==> src/gcd_pkg.sv <==
// Package for the global configuration and diagnostic routing block.
// Assumes a single 100 MHz clock and a synchronous, active-high reset.
package gcd_pkg;

    // ----------------------------------------------------------------
    // Register map
    // ----------------------------------------------------------------
    localparam logic [7:0]  GLOBAL_CONFIGURATION_ADDR = 8'h00;
    localparam logic [7:0]  WRITE_ADDR_OFFSET         = 8'h80;
    localparam int          CONFIG_WIDTH              = 17;
    localparam logic [16:0] CONFIG_RESET              = 17'h0_0000;
    localparam logic [31:0] READ_ZERO                 = 32'h0000_0000;

    // ----------------------------------------------------------------
    // Field positions
    // ----------------------------------------------------------------
    localparam int CURRENT_REF_ANALOG_BIT           = 0;
    localparam int INTERNAL_SENSE_BIT               = 1;
    localparam int QUIET_PWM_BIT                    = 2;
    localparam int ENCODER_COMMUTATION_BIT          = 3;
    localparam int INVERT_DIRECTION_BIT             = 4;
    localparam int FIRST_DIAG_ON_DRIVER_ERROR_BIT   = 5;
    localparam int FIRST_DIAG_ON_PREWARNING_BIT     = 6;
    localparam int FIRST_DIAG_ON_STALL_BIT          = 7;
    localparam int FIRST_DIAG_AS_STEP_OUT_BIT       = 7;
    localparam int SECOND_DIAG_ON_STALL_BIT         = 8;
    localparam int SECOND_DIAG_AS_DIRECTION_OUT_BIT = 8;
    localparam int SECOND_DIAG_ON_TABLE_INDEX_BIT   = 9;
    localparam int SECOND_DIAG_ON_CHOPPER_ON_BIT    = 10;
    localparam int SECOND_DIAG_SKIP_TOGGLE_BIT      = 11;

    // Number of event sources per diagnostic pin in controller mode
    localparam int FIRST_DIAG_SOURCES  = 3;
    localparam int SECOND_DIAG_SOURCES = 4;

    // ----------------------------------------------------------------
    // Carriers
    // ----------------------------------------------------------------
    typedef struct packed {
        logic overTemperature;
        logic shortToGround;
        logic chargePumpUndervoltage;
        logic overTempPrewarning;
        logic motorStall;
        logic tableIndexZero;
        logic chopperOnSecondHalf;
        logic lostStepIncrement;
    } gcd_event_type;

    typedef struct packed {
        logic interruptLevel;
        logic positionCompare;
        logic stepPulse;
        logic commandedDirection;
    } gcd_motion_type;

    typedef struct packed {
        logic       valid;
        logic [7:0] addr;
        logic [31:0] wdata;
    } gcd_access_type;

endpackage : gcd_pkg

==> src/gcd_event_merge.sv <==
// Merges enabled event sources onto one diagnostic line.
// Assumes event levels are synchronous to the block clock.
`timescale 1ns/1ps

module gcd_event_merge #(
    parameter int N = 2
) (
    input  wire logic [N-1:0] enables,
    input  wire logic [N-1:0] events,
    output wire logic         active
);

    assign active = |(enables & events);

endmodule : gcd_event_merge

==> src/gcd_global_config.sv <==
// Global configuration register and diagnostic pin routing.
// Assumes the serial interface delivers decoded accesses synchronous to clk.
//
// How it works
// - Bit 0 picks analog input as current reference, else internal voltage.
// - Bit 1 selects internal sense resistors referenced by analog input current.
// - Bit 2 enables quiet voltage PWM; host turns it on only at standstill.
// - Bit 3 enables full-step encoder commutation; host leaves it zero.
// - Bit 4 inverts motor direction relative to commanded direction.
// - Controller mode bit 5 drives first pin on driver errors.
// - First diagnostic pin is driven active low throughout reset.
// - Controller mode bit 6 drives first pin on overtemperature prewarning.
// - Controller mode bit 7 drives first pin on stall; threshold programmed first.
// - Step/dir mode bit 7 selects interrupt or dual-edge step output.
// - Controller mode bit 8 drives second pin on stall; threshold first.
// - Step/dir mode bit 8 selects position compare or direction output.
// - Controller mode bit 9 drives second pin at table index zero.
// - Controller mode bit 10 drives second pin while chopper on.
// - Controller mode bit 11 toggles second pin per skipped step.
// - The register resets to zero.
`timescale 1ns/1ps

module gcd_global_config (
    input  wire logic                    clk,
    input  wire logic                    reset,
    input  wire gcd_pkg::gcd_access_type access,
    input  wire logic                    stepDirModeSelectPin,
    input  wire gcd_pkg::gcd_event_type  driverEvents,
    input  wire gcd_pkg::gcd_motion_type motion,
    output logic [31:0]                  readData_q,
    output logic                         readValid_q,
    output logic                         currentRefAnalog_q,
    output logic                         internalSense_q,
    output logic                         quietPwmEnable_q,
    output logic                         encoderCommutation_q,
    output logic                         motorDirection_q,
    output logic                         firstDiagPinN_q,
    output logic                         secondDiagPinN_q
);

    // ----------------------------------------------------------------
    // Register access
    // ----------------------------------------------------------------
    logic [gcd_pkg::CONFIG_WIDTH-1:0] config_q;
    logic [gcd_pkg::CONFIG_WIDTH-1:0] config_d;
    logic [31:0]                      readData_d;
    logic                             readValid_d;
    logic                             skipToggle_q;
    logic                             stepToggle_q;

    wire writeHit = access.valid && (access.addr ==
        (gcd_pkg::GLOBAL_CONFIGURATION_ADDR | gcd_pkg::WRITE_ADDR_OFFSET));
    wire readHit  = access.valid && (access.addr == gcd_pkg::GLOBAL_CONFIGURATION_ADDR);
    wire isWrite  = |(access.addr & gcd_pkg::WRITE_ADDR_OFFSET);
    wire isRead   = access.valid && !isWrite;

    assign config_d = writeHit ? access.wdata[gcd_pkg::CONFIG_WIDTH-1:0] : config_q;

    // Unmapped reads answer zero rather than stale data
    assign readData_d  = readHit ? 32'(config_q) : gcd_pkg::READ_ZERO;
    assign readValid_d = isRead;

    always_ff @(posedge clk) begin
        if (reset) begin
            config_q <= gcd_pkg::CONFIG_RESET;
        end else begin
            config_q <= config_d;
        end
    end

    always_ff @(posedge clk) begin
        if (reset) begin
            readData_q <= gcd_pkg::READ_ZERO;
        end else begin
            readData_q <= readData_d;
        end
    end

    always_ff @(posedge clk) begin
        if (reset) begin
            readValid_q <= 1'b0;
        end else begin
            readValid_q <= readValid_d;
        end
    end

    // ----------------------------------------------------------------
    // Static configuration outputs
    // ----------------------------------------------------------------
    // Bits 2 and 3 pass as written; safe use is left to the host
    wire currentRefAnalog_d   = config_q[gcd_pkg::CURRENT_REF_ANALOG_BIT];
    wire internalSense_d      = config_q[gcd_pkg::INTERNAL_SENSE_BIT];
    wire quietPwmEnable_d     = config_q[gcd_pkg::QUIET_PWM_BIT];
    wire encoderCommutation_d = config_q[gcd_pkg::ENCODER_COMMUTATION_BIT];
    wire motorDirection_d     = motion.commandedDirection
                                ^ config_q[gcd_pkg::INVERT_DIRECTION_BIT];

    always_ff @(posedge clk) begin
        if (reset) begin
            currentRefAnalog_q <= 1'b0;
        end else begin
            currentRefAnalog_q <= currentRefAnalog_d;
        end
    end

    always_ff @(posedge clk) begin
        if (reset) begin
            internalSense_q <= 1'b0;
        end else begin
            internalSense_q <= internalSense_d;
        end
    end

    always_ff @(posedge clk) begin
        if (reset) begin
            quietPwmEnable_q <= 1'b0;
        end else begin
            quietPwmEnable_q <= quietPwmEnable_d;
        end
    end

    always_ff @(posedge clk) begin
        if (reset) begin
            encoderCommutation_q <= 1'b0;
        end else begin
            encoderCommutation_q <= encoderCommutation_d;
        end
    end

    always_ff @(posedge clk) begin
        if (reset) begin
            motorDirection_q <= 1'b0;
        end else begin
            motorDirection_q <= motorDirection_d;
        end
    end

    // ----------------------------------------------------------------
    // First diagnostic pin
    // ----------------------------------------------------------------
    wire driverError = driverEvents.overTemperature | driverEvents.shortToGround
                       | driverEvents.chargePumpUndervoltage;
    wire firstEnabledEvent;

    gcd_event_merge #(
        .N (gcd_pkg::FIRST_DIAG_SOURCES)
    ) firstMerge (
        .enables ({config_q[gcd_pkg::FIRST_DIAG_ON_DRIVER_ERROR_BIT],
                   config_q[gcd_pkg::FIRST_DIAG_ON_PREWARNING_BIT],
                   config_q[gcd_pkg::FIRST_DIAG_ON_STALL_BIT]}),
        .events  ({driverError,
                   driverEvents.overTempPrewarning,
                   driverEvents.motorStall}),
        .active  (firstEnabledEvent)
    );

    // Dual-edge step output: one pin edge per incoming step pulse
    wire stepToggle_d = stepToggle_q ^ motion.stepPulse;
    wire firstStepDirLevel = config_q[gcd_pkg::FIRST_DIAG_AS_STEP_OUT_BIT]
                             ? stepToggle_q : !motion.interruptLevel;
    wire firstPinN_d = stepDirModeSelectPin ? !firstEnabledEvent
                                            : firstStepDirLevel;

    // ----------------------------------------------------------------
    // Second diagnostic pin
    // ----------------------------------------------------------------
    wire secondEnabledEvent;

    gcd_event_merge #(
        .N (gcd_pkg::SECOND_DIAG_SOURCES)
    ) secondMerge (
        .enables ({config_q[gcd_pkg::SECOND_DIAG_ON_STALL_BIT],
                   config_q[gcd_pkg::SECOND_DIAG_ON_TABLE_INDEX_BIT],
                   config_q[gcd_pkg::SECOND_DIAG_ON_CHOPPER_ON_BIT],
                   config_q[gcd_pkg::SECOND_DIAG_SKIP_TOGGLE_BIT]}),
        .events  ({driverEvents.motorStall,
                   driverEvents.tableIndexZero,
                   driverEvents.chopperOnSecondHalf,
                   skipToggle_q}),
        .active  (secondEnabledEvent)
    );

    // Toggle only counts while the option is on; mixing it is the host's fault
    wire skipToggle_d = skipToggle_q ^ (driverEvents.lostStepIncrement
                        & config_q[gcd_pkg::SECOND_DIAG_SKIP_TOGGLE_BIT]);
    wire secondStepDirLevel = config_q[gcd_pkg::SECOND_DIAG_AS_DIRECTION_OUT_BIT]
                              ? motorDirection_q : !motion.positionCompare;
    wire secondPinN_d = stepDirModeSelectPin ? !secondEnabledEvent
                                             : secondStepDirLevel;

    // ----------------------------------------------------------------
    // Pin registers
    // ----------------------------------------------------------------
    always_ff @(posedge clk) begin
        if (reset) begin
            firstDiagPinN_q <= 1'b0;
        end else begin
            firstDiagPinN_q <= firstPinN_d;
        end
    end

    always_ff @(posedge clk) begin
        if (reset) begin
            secondDiagPinN_q <= 1'b1;
        end else begin
            secondDiagPinN_q <= secondPinN_d;
        end
    end

    always_ff @(posedge clk) begin
        if (reset) begin
            stepToggle_q <= 1'b0;
        end else begin
            stepToggle_q <= stepToggle_d;
        end
    end

    always_ff @(posedge clk) begin
        if (reset) begin
            skipToggle_q <= 1'b0;
        end else begin
            skipToggle_q <= skipToggle_d;
        end
    end

endmodule : gcd_global_config

==> config.mk <==
export PLATFORM = sky130hd
export DESIGN_NAME = gcd_global_config
export DESIGN_NICKNAME = d
export VERILOG_FILES = /design/src/gcd_pkg.sv /design/src/gcd_event_merge.sv /design/src/gcd_global_config.sv
export SDC_FILE = /design/constraint.sdc
export NUM_CORES = 1
export LEC_CHECK = 0
export BUFFER_PORTS_ARGS = -buffer_cell sky130_fd_sc_hd__buf_4
export CORE_MARGIN = 5
export CORE_UTILIZATION = 43
export DETAILED_ROUTE_END_ITERATION = 10
export GPL_TIMING_DRIVEN = 0
export PLACE_DENSITY = 0.79
export SKIP_CTS_REPAIR_TIMING = 1
export SLEW_MARGIN = 20
export SYNTH_ARGS = -nofsm -noshare
export SYNTH_HDL_FRONTEND = slang
export SYNTH_SLANG_ARGS = --single-unit
==> constraint.sdc <==
create_clock -name clk -period 2.1 [get_ports clk]
set_clock_uncertainty 0.2 [all_clocks]
set_input_delay 0.21 -clock clk [delete_from_list [all_inputs] [get_ports clk]]
set_output_delay 0.21 -clock clk [all_outputs]
set_load 0.05 [all_outputs]
# Yosys cells after proc, flatten, opt, wreduce, memory -nomap -nowiden
# Index checks and enable logic that the tools add are counted.
dict set report word_totals {
  inputBits 56
  register_bits 59
  elab_cells 39
}
dict set report op_classes {
  mux 4
  n_reduce_logical 12
  n_bitwise 9
  n_eq_ne 1
}
# operator count
set ops {}
lappend ops {{$eq 8x8->1 const B} 1}
lappend ops {{$logic_not 8->1} 1}
lappend ops {{$logic_not 1->1} 5}
lappend ops {{$and 4x4->4} 1}
lappend ops {{$mux 1} 4}
lappend ops {{$reduce_or 4->1} 1}
lappend ops {{$and 3x3->3} 1}
lappend ops {{$logic_and 1x1->1} 3}
lappend ops {{$reduce_or 3->1} 1}
lappend ops {{$xor 1x1->1} 3}
lappend ops {{$or 1x1->1} 2}
lappend ops {{$reduce_or 2->1} 1}
lappend ops {{$and 1x1->1} 1}
lappend ops {{$not 1->1} 1}

# Logic depth before layout (Yosys ltp)
# Gate-level depths: netlist (run 1).
dict set report logic_depth {
  word_depth 6
  ltp_mapped 4
  depth_no_buf 3
}

# Hierarchy
# A second synthesis (run 1) with hierarchy kept.
dict set report hier_totals {
  hier_cells 163
  area_unflattened_um2 1726.7
}
# mod cells_each instances area_each_um2 seq_area_each_um2
set by_module_without_submodules {}
lappend by_module_without_submodules {gcd_global_config 158 1 1694.1 880.8}
lappend by_module_without_submodules {{gcd_event_merge (secondMerge)} 3 1 18.8 0.0}
lappend by_module_without_submodules {{gcd_event_merge (firstMerge)} 2 1 13.8 0.0}

# Worst setup path after synthesis (run 1)
# No wires, ideal clock.
dict set report synth_timing {
  path_kind {input -> register}
  start {in access[35] in the netlist's numbering}
  end {reg config_q[0] in the netlist's numbering}
  stages 3
  arrival_ns 1.538
  slack_ns 0.241
  setup_time_ns 0.121
  required_ns 1.779
  n_path_buf 0
  path_cell_list {or4_4 > nor3_4 > mux2_2}
}
dict set report synth_via {
  elab_chain_len 2
}
# item line
set synth_lines {}
lappend synth_lines {{start: declaration} gcd_global_config.sv:26} ;# input wire gcd_pkg::gcd_access_type access,
lappend synth_lines {{$eq 8x8->1} gcd_global_config.sv:51} ;# wire writeHit = access.valid && (access.addr ==
lappend synth_lines {{$logic_and 1x1->1} gcd_global_config.sv:51}
lappend synth_lines {{end signal: assignment} gcd_global_config.sv:65} ;# config_q <= gcd_pkg::CONFIG_RESET;
lappend synth_lines {{end signal: assignment} gcd_global_config.sv:67} ;# config_q <= config_d;
lappend synth_lines {{end: declaration} gcd_global_config.sv:44} ;# logic [gcd_pkg::CONFIG_WIDTH-1:0] config_q;
# Every way passes these cells.
# A chain may end at the register's enable or synchronous reset.

# Final worst setup path (run 1)
dict set report layout_timing {
  start {in reset}
  end {reg readData_q[0]}
}
dict set report layout_via {
  elab_chain_len 1
}
# item line
set layout_lines {}
lappend layout_lines {{start: declaration} gcd_global_config.sv:25} ;# input wire logic reset,
lappend layout_lines {{$reduce_or 2->1 (no source line)} --}
lappend layout_lines {{end signal: assignment} gcd_global_config.sv:73} ;# readData_q <= gcd_pkg::READ_ZERO;
lappend layout_lines {{end signal: assignment} gcd_global_config.sv:75} ;# readData_q <= readData_d;
lappend layout_lines {{end: declaration} gcd_global_config.sv:30} ;# output logic [31:0] readData_q,
# Every way passes these cells.

==> results of run 1 <==
[worst reg2reg max path, delay by kind of cell (launching register included)]
kind,cells,cell delay (ns)
AO/OA/AOI/OAI,2,0.30
flip-flops,1,0.34
AND/OR/NAND/NOR,1,0.30
[area by class of cell]
class	count	area, sq um	area share [%]
buffer	20	142.6	5.706
sequential	44	880.8	35.24
tap	48	60.06	2.402
multi-input combinational	110	674.4	26.98
inverter	1	3.754	0.1502
timing repair buffer	81	648.1	25.93
clock buffer	8	90.09	3.604
[through the flow]
step           total power (uW)  utilization, %  hold WS, ns  worst slack, ns
3_3_place_gp               1062           60.99       0.2287         0.004132
3_5_place_dp               1064           60.99       0.2389         0.007623
6_report                   1601           67.77     -0.02874           0.2692
5_1_grt                    1661           67.77     0.001731           0.1107
2_1_floorplan             989.1               -      0.09092           0.2409
4_1_cts                    1589           63.43     -0.05385           0.3225
[routing by layer]
metal  GRT usage (%)  part of all wire (%)
met2           23.98                    51
met4           8.142                   2.0
met1           16.65                    39
met3           4.294                   7.4
met5               0                     0
[cells by family (layout without fill, tap and decap cells)]
logic type	count (synthesis)	in the layout	share of synthesized area, %
multiplexers	17	17	10.62
other	1	15	0.2274
XOR/XNOR	3	3	1.594
AND/OR/NAND/NOR	67	67	21.93
AO/OA/AOI/OAI	8	8	3.339
buffers and inverters	21	110	8.877
flip-flops	44	44	53.41
[cell usage in the layout (no fill, tap or decap)]
master	synthesis	final
a21o_1	1	1
a21oi_1	2	2
a22oi_1	3	3
and2_1	17	17
buf_1	2	2
buf_4	15	80
buf_8	1	1
clkbuf_1	2	4
clkbuf_8	0	6
clkinv_1	1	1
conb_1	1	15
dfxtp_1	44	44
dlygate4sd3_1	0	16
mux2_2	4	4
mux2i_1	13	13
nand2_1	29	29
nand2b_1	1	1
nand3_1	2	2
nor2_1	5	5
nor2b_1	8	8
nor3_4	1	1
nor4_4	1	1
o211ai_1	1	1
o31ai_1	1	1
or2_2	1	1
or3_1	1	1
or4_4	1	1
xnor2_1	2	2
xor2_1	1	1
[worst paths after layout]
path                                                    to
worst max register to register  firstDiagPinN_q$_SDFF_PP0_
worst max-delay path              readData_q[0]$_SDFF_PP0_
worst min register to register    readData_q[2]$_SDFF_PP0_
worst min-delay path             config_q[14]$_SDFFE_PP0P_
[power groups by stage]
stage | logic, uW | registers (uW) | clock network [uW]
detailed placement | 201 | 862 | 0
CTS | 202 | 843 | 544
global route | 244 | 844 | 573
floorplan | 112 | 877 | 0
global placement | 200 | 862 | 0
finish | 228 | 843 | 530
==> summary.md, run 1 <==
| Metric | Value |
|---|---|
| Routed Antenna Nets | 0 |
| Clk pin slew, worst setup/hold paths | 0.07 ns |
| Synth cell count leaders | dfxtp_1, nand2_1, and2_1 |
| Clock sinks | 44 |
| Final period utilization | 87.18% |
| Max-slew violation count | 0 |
| First-pass GRT wire length | between 5000 and 6000 um |
| Worst Hold Launch | access[14] |
| Cell variety after synth | 27 |
| CTS tree | done |
| Final hold vios | 1 |
| Worst R2R Path Depth | 3 |
| Main flop type after synthesis | dfxtp_1 |
| Post-Syn Area | 0.001649 sq mm |
| H-tree lvl count | 2 |
| RSZ-0062 raised after global routing | no |
| Top cell type by total area after synthesis | dfxtp_1 |
| Hold Path Class | in2reg |
| Largest registers | config_q: 17 flops, readData_q: 17 flops |
| Syn. warnings | 0 |
| FF-to-FF Start | config_q[7]$_SDFFE_PP0P_ |
| Combinational fraction of design power | between 10% and 20% |
| Total number of vias | roughly 1300 |
| Sw Share | around a quarter |
| CP Class | in2reg |
| Top-count cell post-synth | dfxtp_1 |
| Failing checks | hold timing |
| Fillers | about 300 |
| CP Cell Sequence | dlygate4sd3_1 -> buf_4 -> nor4_4 -> clkbuf_1 -> and2_1 |
| Number of diodes | 0 |
| Syn_area_per_cell | between 10 and 15 sq um |
| Fin nets | between 300 and 400 |
| Number of antenna violations at the first check in global routing | 0 |
| Crit path depth | 5 |
| Share of cells above drive strength 1 | between 30% and 40% |
| Run status | complete, but fails checks |
| Root Buffer | clkbuf_8 |
| Rel. slew slack | ~65% |
| Net Switching | around 390 uW |
| Max-cap violations | 0 |
| P per Cell Area | 640.3 mW/mm^2 |
| Leakage | between 0.001 and 0.0015 uW |
| Synthesized instance count | 161 |
| Hold depth | 3 |
| Hold slack | -0.02874 ns |
| CP max-delay cell | dlygate4sd3_1 |
| Remaining global-route overflow | 0 |
| DIE AREA | 0.005173 sq mm |
| Least-Margin Pin Slew | 0.5195 ns |
| Routed wire length | 3758 um |
| Port buffer count | 65 |
| Synth async-reset ratio | 0% |
| Total negative setup slack | 0 ns |
| Maximum vdd drop | 0.3601 mV |
| Global Route Usage Sum | around 14% |
| Placed Cells | 288 |
| Yosys top cell area share | a little over half |
| CP peak stage delay | roughly 0.54 ns |
| Post-synth EDFFs | 0 |
| CP endpoint kind | flip-flop |
| Vias/cell | about 4.3 |
| CP delay by family, top | buffers and inverters |
| Final Setup Violations | 0 |
| Design Area, Final | roughly 0.0025 sq mm |
| Post-DP Area | between 0.002 and 0.0025 sq mm |
| Detailed placement HPWL | between 2000 and 3000 um |
| #FFs+latches synth | 44 |
| Seq pwr share | a little over half |
| WL per Instance | approximately 12 um |
| Num rows | 22 |
| # IOs | between 90 and 100 |
| Pint | between 1000 and 1500 uW |
| WP buf/inv | 3 |
| Initial Utilization | ~45% |
| WP data arrival | 1.87 ns |
| Number of global-route vias before repair | 1300 |
| Final cell count without fillers | between 300 and 400 |
| Reg2Reg Setup Slack | 0.89 ns |
| CTS Buffer Depth | 2 |
| Worst Path Required | ~2.1 ns |
| Clock Power Share | about 33% |
| Die Width | ~70 um |
| Nature of the critical path startpoint | primary input |
| Minimum clock period | ~1.8 ns |
| Clock Latency Late Sink | 0.29 ns |
| Routability Congestion | 0.7289 |
| Ranking of synthesized cells by area | dfxtp_1, mux2i_1, buf_4 |
| Iteration-0 DRC count of the detailed router | 62 |
| Register area share after synthesis | between 50 and 60% |
| Setup crit start | reset |
| Num CTS Buffers | 5 |
| Post-route DRC | 0 |
| Core Box Area | around 0.0037 sq mm |
| Max Clk Rate | 546.2 MHz |
| First-pass DRT Iterations | 4 |
| Area grow syn2layout | 51.59% |
| Die H | just over 70 um |
| Largest net degree at the start of global routing | 13 |
| Crit-path max FO | 10 |
Power figures use the tool's default switching activity.
==> run 2, diff against run 1 <==
--- a/config.mk
+++ b/config.mk
@@ -10,2 +10,3 @@
 export CORE_UTILIZATION = 43
+export CTS_CLUSTER_SIZE = 12
 export DETAILED_ROUTE_END_ITERATION = 10
==> constraint.sdc (replaced) <==
create_clock -name clk -period 2.1 [get_ports clk]
set_clock_uncertainty 0.2 [all_clocks]
set_input_delay 0.42 -clock clk [delete_from_list [all_inputs] [get_ports clk]]
set_output_delay 0.42 -clock clk [all_outputs]
set_load 0.05 [all_outputs]
==> run 2 against run 1 <==
Combinational power decreased by 11%. Critical path depth decreased by 1. Setup slack got worse by 0.14 ns. Final area decreased by 6.4%. Sequential share of layout area increased by 2.4 points. Global-route usage unchanged. Sequential cell count unchanged. Routed wire length decreased by 7.0%. Via count decreased by 4.9%. Sequential power about the same. Clock power about the same. The run now ends clean.
==> summary.md, run 2 (synthesis results as in run 1) <==
| Metric | Value |
|---|---|
| Die Width | 71.93 um (unchanged) |
| Clock Latency Late Sink | 0.29 ns (about the same) |
| Routed wire length | 3496 um (-7.0%) |
| CTS tree | done |
| CP delay by family, top | simple AND/OR/NAND/NOR gates |
| Largest registers | config_q: 17 flops, readData_q: 17 flops |
| Largest net degree at the start of global routing | 13 (unchanged) |
| Final hold vios | 0 (-1) |
| Multi-input logic area | 674.4 sq um (unchanged) |
| Commonest non-fill, non-tap cell in the layout | buf_4 |
| CP max-delay cell | or4_4 |
| Max-slew violation count | 0 (unchanged) |
| Root Buffer | clkbuf_8 |
| Share of cells above drive strength 1 | 38.71% (+2.7 points) |
| Nature of the critical path startpoint | primary input |
| Worst Hold Launch | motion[0] |
| CP peak stage delay | 0.56 ns (+0.02 ns) |
| Vias/cell | 4.318 (+0.23%) |
| Final period utilization | 94.01% (+6.8 points) |
| Core Box Area | 0.003689 sq mm (unchanged) |
| Clock sinks | 44 (unchanged) |
| Seq pwr share | 53.5% (+0.8 points) |
| First-pass DRT Iterations | 4 (unchanged) |
| Fillers | 318 (+5.6%) |
| Total number of vias | 1278 (-4.9%) |
| Sw Share | 24.26% (+0.058 points) |
| Global Route Usage Sum | 14.48% (unchanged) |
| WP buf/inv | 1 (-2) |
| Run status | finished, final reports clean |
| Num CTS Buffers | 5 (unchanged) |
| Least-Margin Pin Slew | 0.5190 ns (-0.0005245 ns) |
| Clock Power Share | 33.7% (+0.6 points) |
| WP data arrival | 1.96 ns (+0.09 ns) |
| Worst Path Required | 2.09 ns (-0.05 ns) |
| Rel. slew slack | 65.40% (about the same) |
| Number of antenna violations at the first check in global routing | 0 (unchanged) |
| Routability Congestion | 0.7289 (unchanged) |
| Total negative setup slack | 0 ns (unchanged) |
| CP Cell Sequence | buf_4 -> or4_4 -> nor3_4 -> mux2_2 |
| Clk pin slew, worst setup/hold paths | 0.08 ns (about the same) |
| Post-route DRC | 0 (unchanged) |
| Leakage | 0.001089 uW (-5.5%) |
| Number of global-route vias before repair | 1300 (unchanged) |
| Num rows | 22 (unchanged) |
| P per Cell Area | 673.4 mW/mm^2 (+5.2%) |
| CP endpoint kind | flip-flop |
| Port buffer count | 65 (unchanged) |
| Combinational fraction of design power | 12.8% (-1.4 points) |
| Most frequent cells in the layout | buf_4, dfxtp_1, nand2_1, and2_1, conb_1 |
| Setup crit start | access[35] |
| Number of diodes | 0 (unchanged) |
| Remaining global-route overflow | 0 (unchanged) |
| Worst setup margin | 0.1259 ns (-0.1433 ns) |
| Sequential cell area | 880.8 sq um (unchanged) |
| Pint | 1194 uW (-1.6%) |
| Iteration-0 DRC count of the detailed router | 55 (-11%) |
| Max-cap violations | 0 (unchanged) |
| H-tree lvl count | 2 (unchanged) |
| # IOs | 96 (unchanged) |
| Die H | 71.93 um (unchanged) |
| DIE AREA | 0.005173 sq mm (unchanged) |
| CTS Buffer Depth | 2 (unchanged) |
| Hold slack | 0.1545 ns (+0.1833 ns) |
| Initial Utilization | 44.71% (unchanged) |
| RSZ-0062 raised after global routing | no |
| Area grow syn2layout | 41.96% |
| Detailed placement HPWL | 2725 um (unchanged) |
| Worst slack at placement | -0.2024 ns (-0.2100 ns) |
| PnR Total Power | 1576 uW (-1.5%) |
| FF-to-FF Start | config_q[7]$_SDFFE_PP0P_ |
| First-pass GRT wire length | 5768 um (unchanged) |
| Fin util | 63.47% (-4.3 points) |
| WL per Instance | 11.81 um (-1.9%) |
| Final Setup Violations | 0 (unchanged) |
| Net Switching | 382.4 uW (-1.3%) |
| Hold Path Class | in2reg |
| Routed Antenna Nets | 0 (unchanged) |
| Minimum clock period | 1.974 ns (+0.1433 ns) |
| Crit-path max FO | 8 (-2) |
| CP Class | in2reg |
| Max Clk Rate | 506.5 MHz (-7.3%) |
| Fin nets | 303 (-5.0%) |
| Maximum vdd drop | 0.3719 mV (+3.3%) |
[run 2: final timing paths]
| check | slack, ns | cells after the start | endpoint |
|---|---|---|---|
| max | 0.13 | 4 | config_q[3]$_SDFFE_PP0P_ |
| min | 0.15 | 3 | motorDirection_q$_SDFF_PP0_ |
| min reg2reg | 0.25 | 1 | readData_q[2]$_SDFF_PP0_ |
| max reg2reg | 0.89 | 3 | firstDiagPinN_q$_SDFF_PP0_ |
[run 2: power by group through the flow]
stage | Clock, uW | Sequential (uW) | Combinational (uW)
floorplan | 0 | 877 | 112
global placement | 0 | 862 | 200
detailed placement | 0 | 862 | 201
CTS | 544 | 843 | 202
global route | 573 | 844 | 217
finish | 531 | 843 | 202
[run 2: layer usage]
metal / up-vias / part of all wire, % / track usage, %
met3: 7 / 9.2 / 4.294
met2: 48 / 50 / 23.98
met1: 562 / 39 / 16.65
met5: - / 0 / 0
met4: 0 / 2.5 / 8.142
li1: 661 / - / -
[run 2: worst reg2reg max path, delay by kind of cell, from the launching register on]
kind / cells / cell delay (ns)
compound gates: 2 / 0.30
flops: 1 / 0.34
simple gates: 1 / 0.30
[run 2: final cells by class]
class                   instances  share of cell area, %
plain buffers                  20                  6.146
clock buffers                   8                  3.848
well taps                      48                  2.565
flip-flops and latches         44                  37.63
inverters                       1                 0.1603
repair buffers                 65                  20.84
multi-input cells             110                  28.81
[run 2: through the flow]
| step | instance area, sq um | std cells |
|---|---|---|
| floorplan | 1702 | 175 |
| global placement | 2250 | 288 |
| detailed placement | 2250 | 288 |
| CTS | 2340 | 296 |
| global route | 2341 | 296 |
| finish | 2341 | 296 |
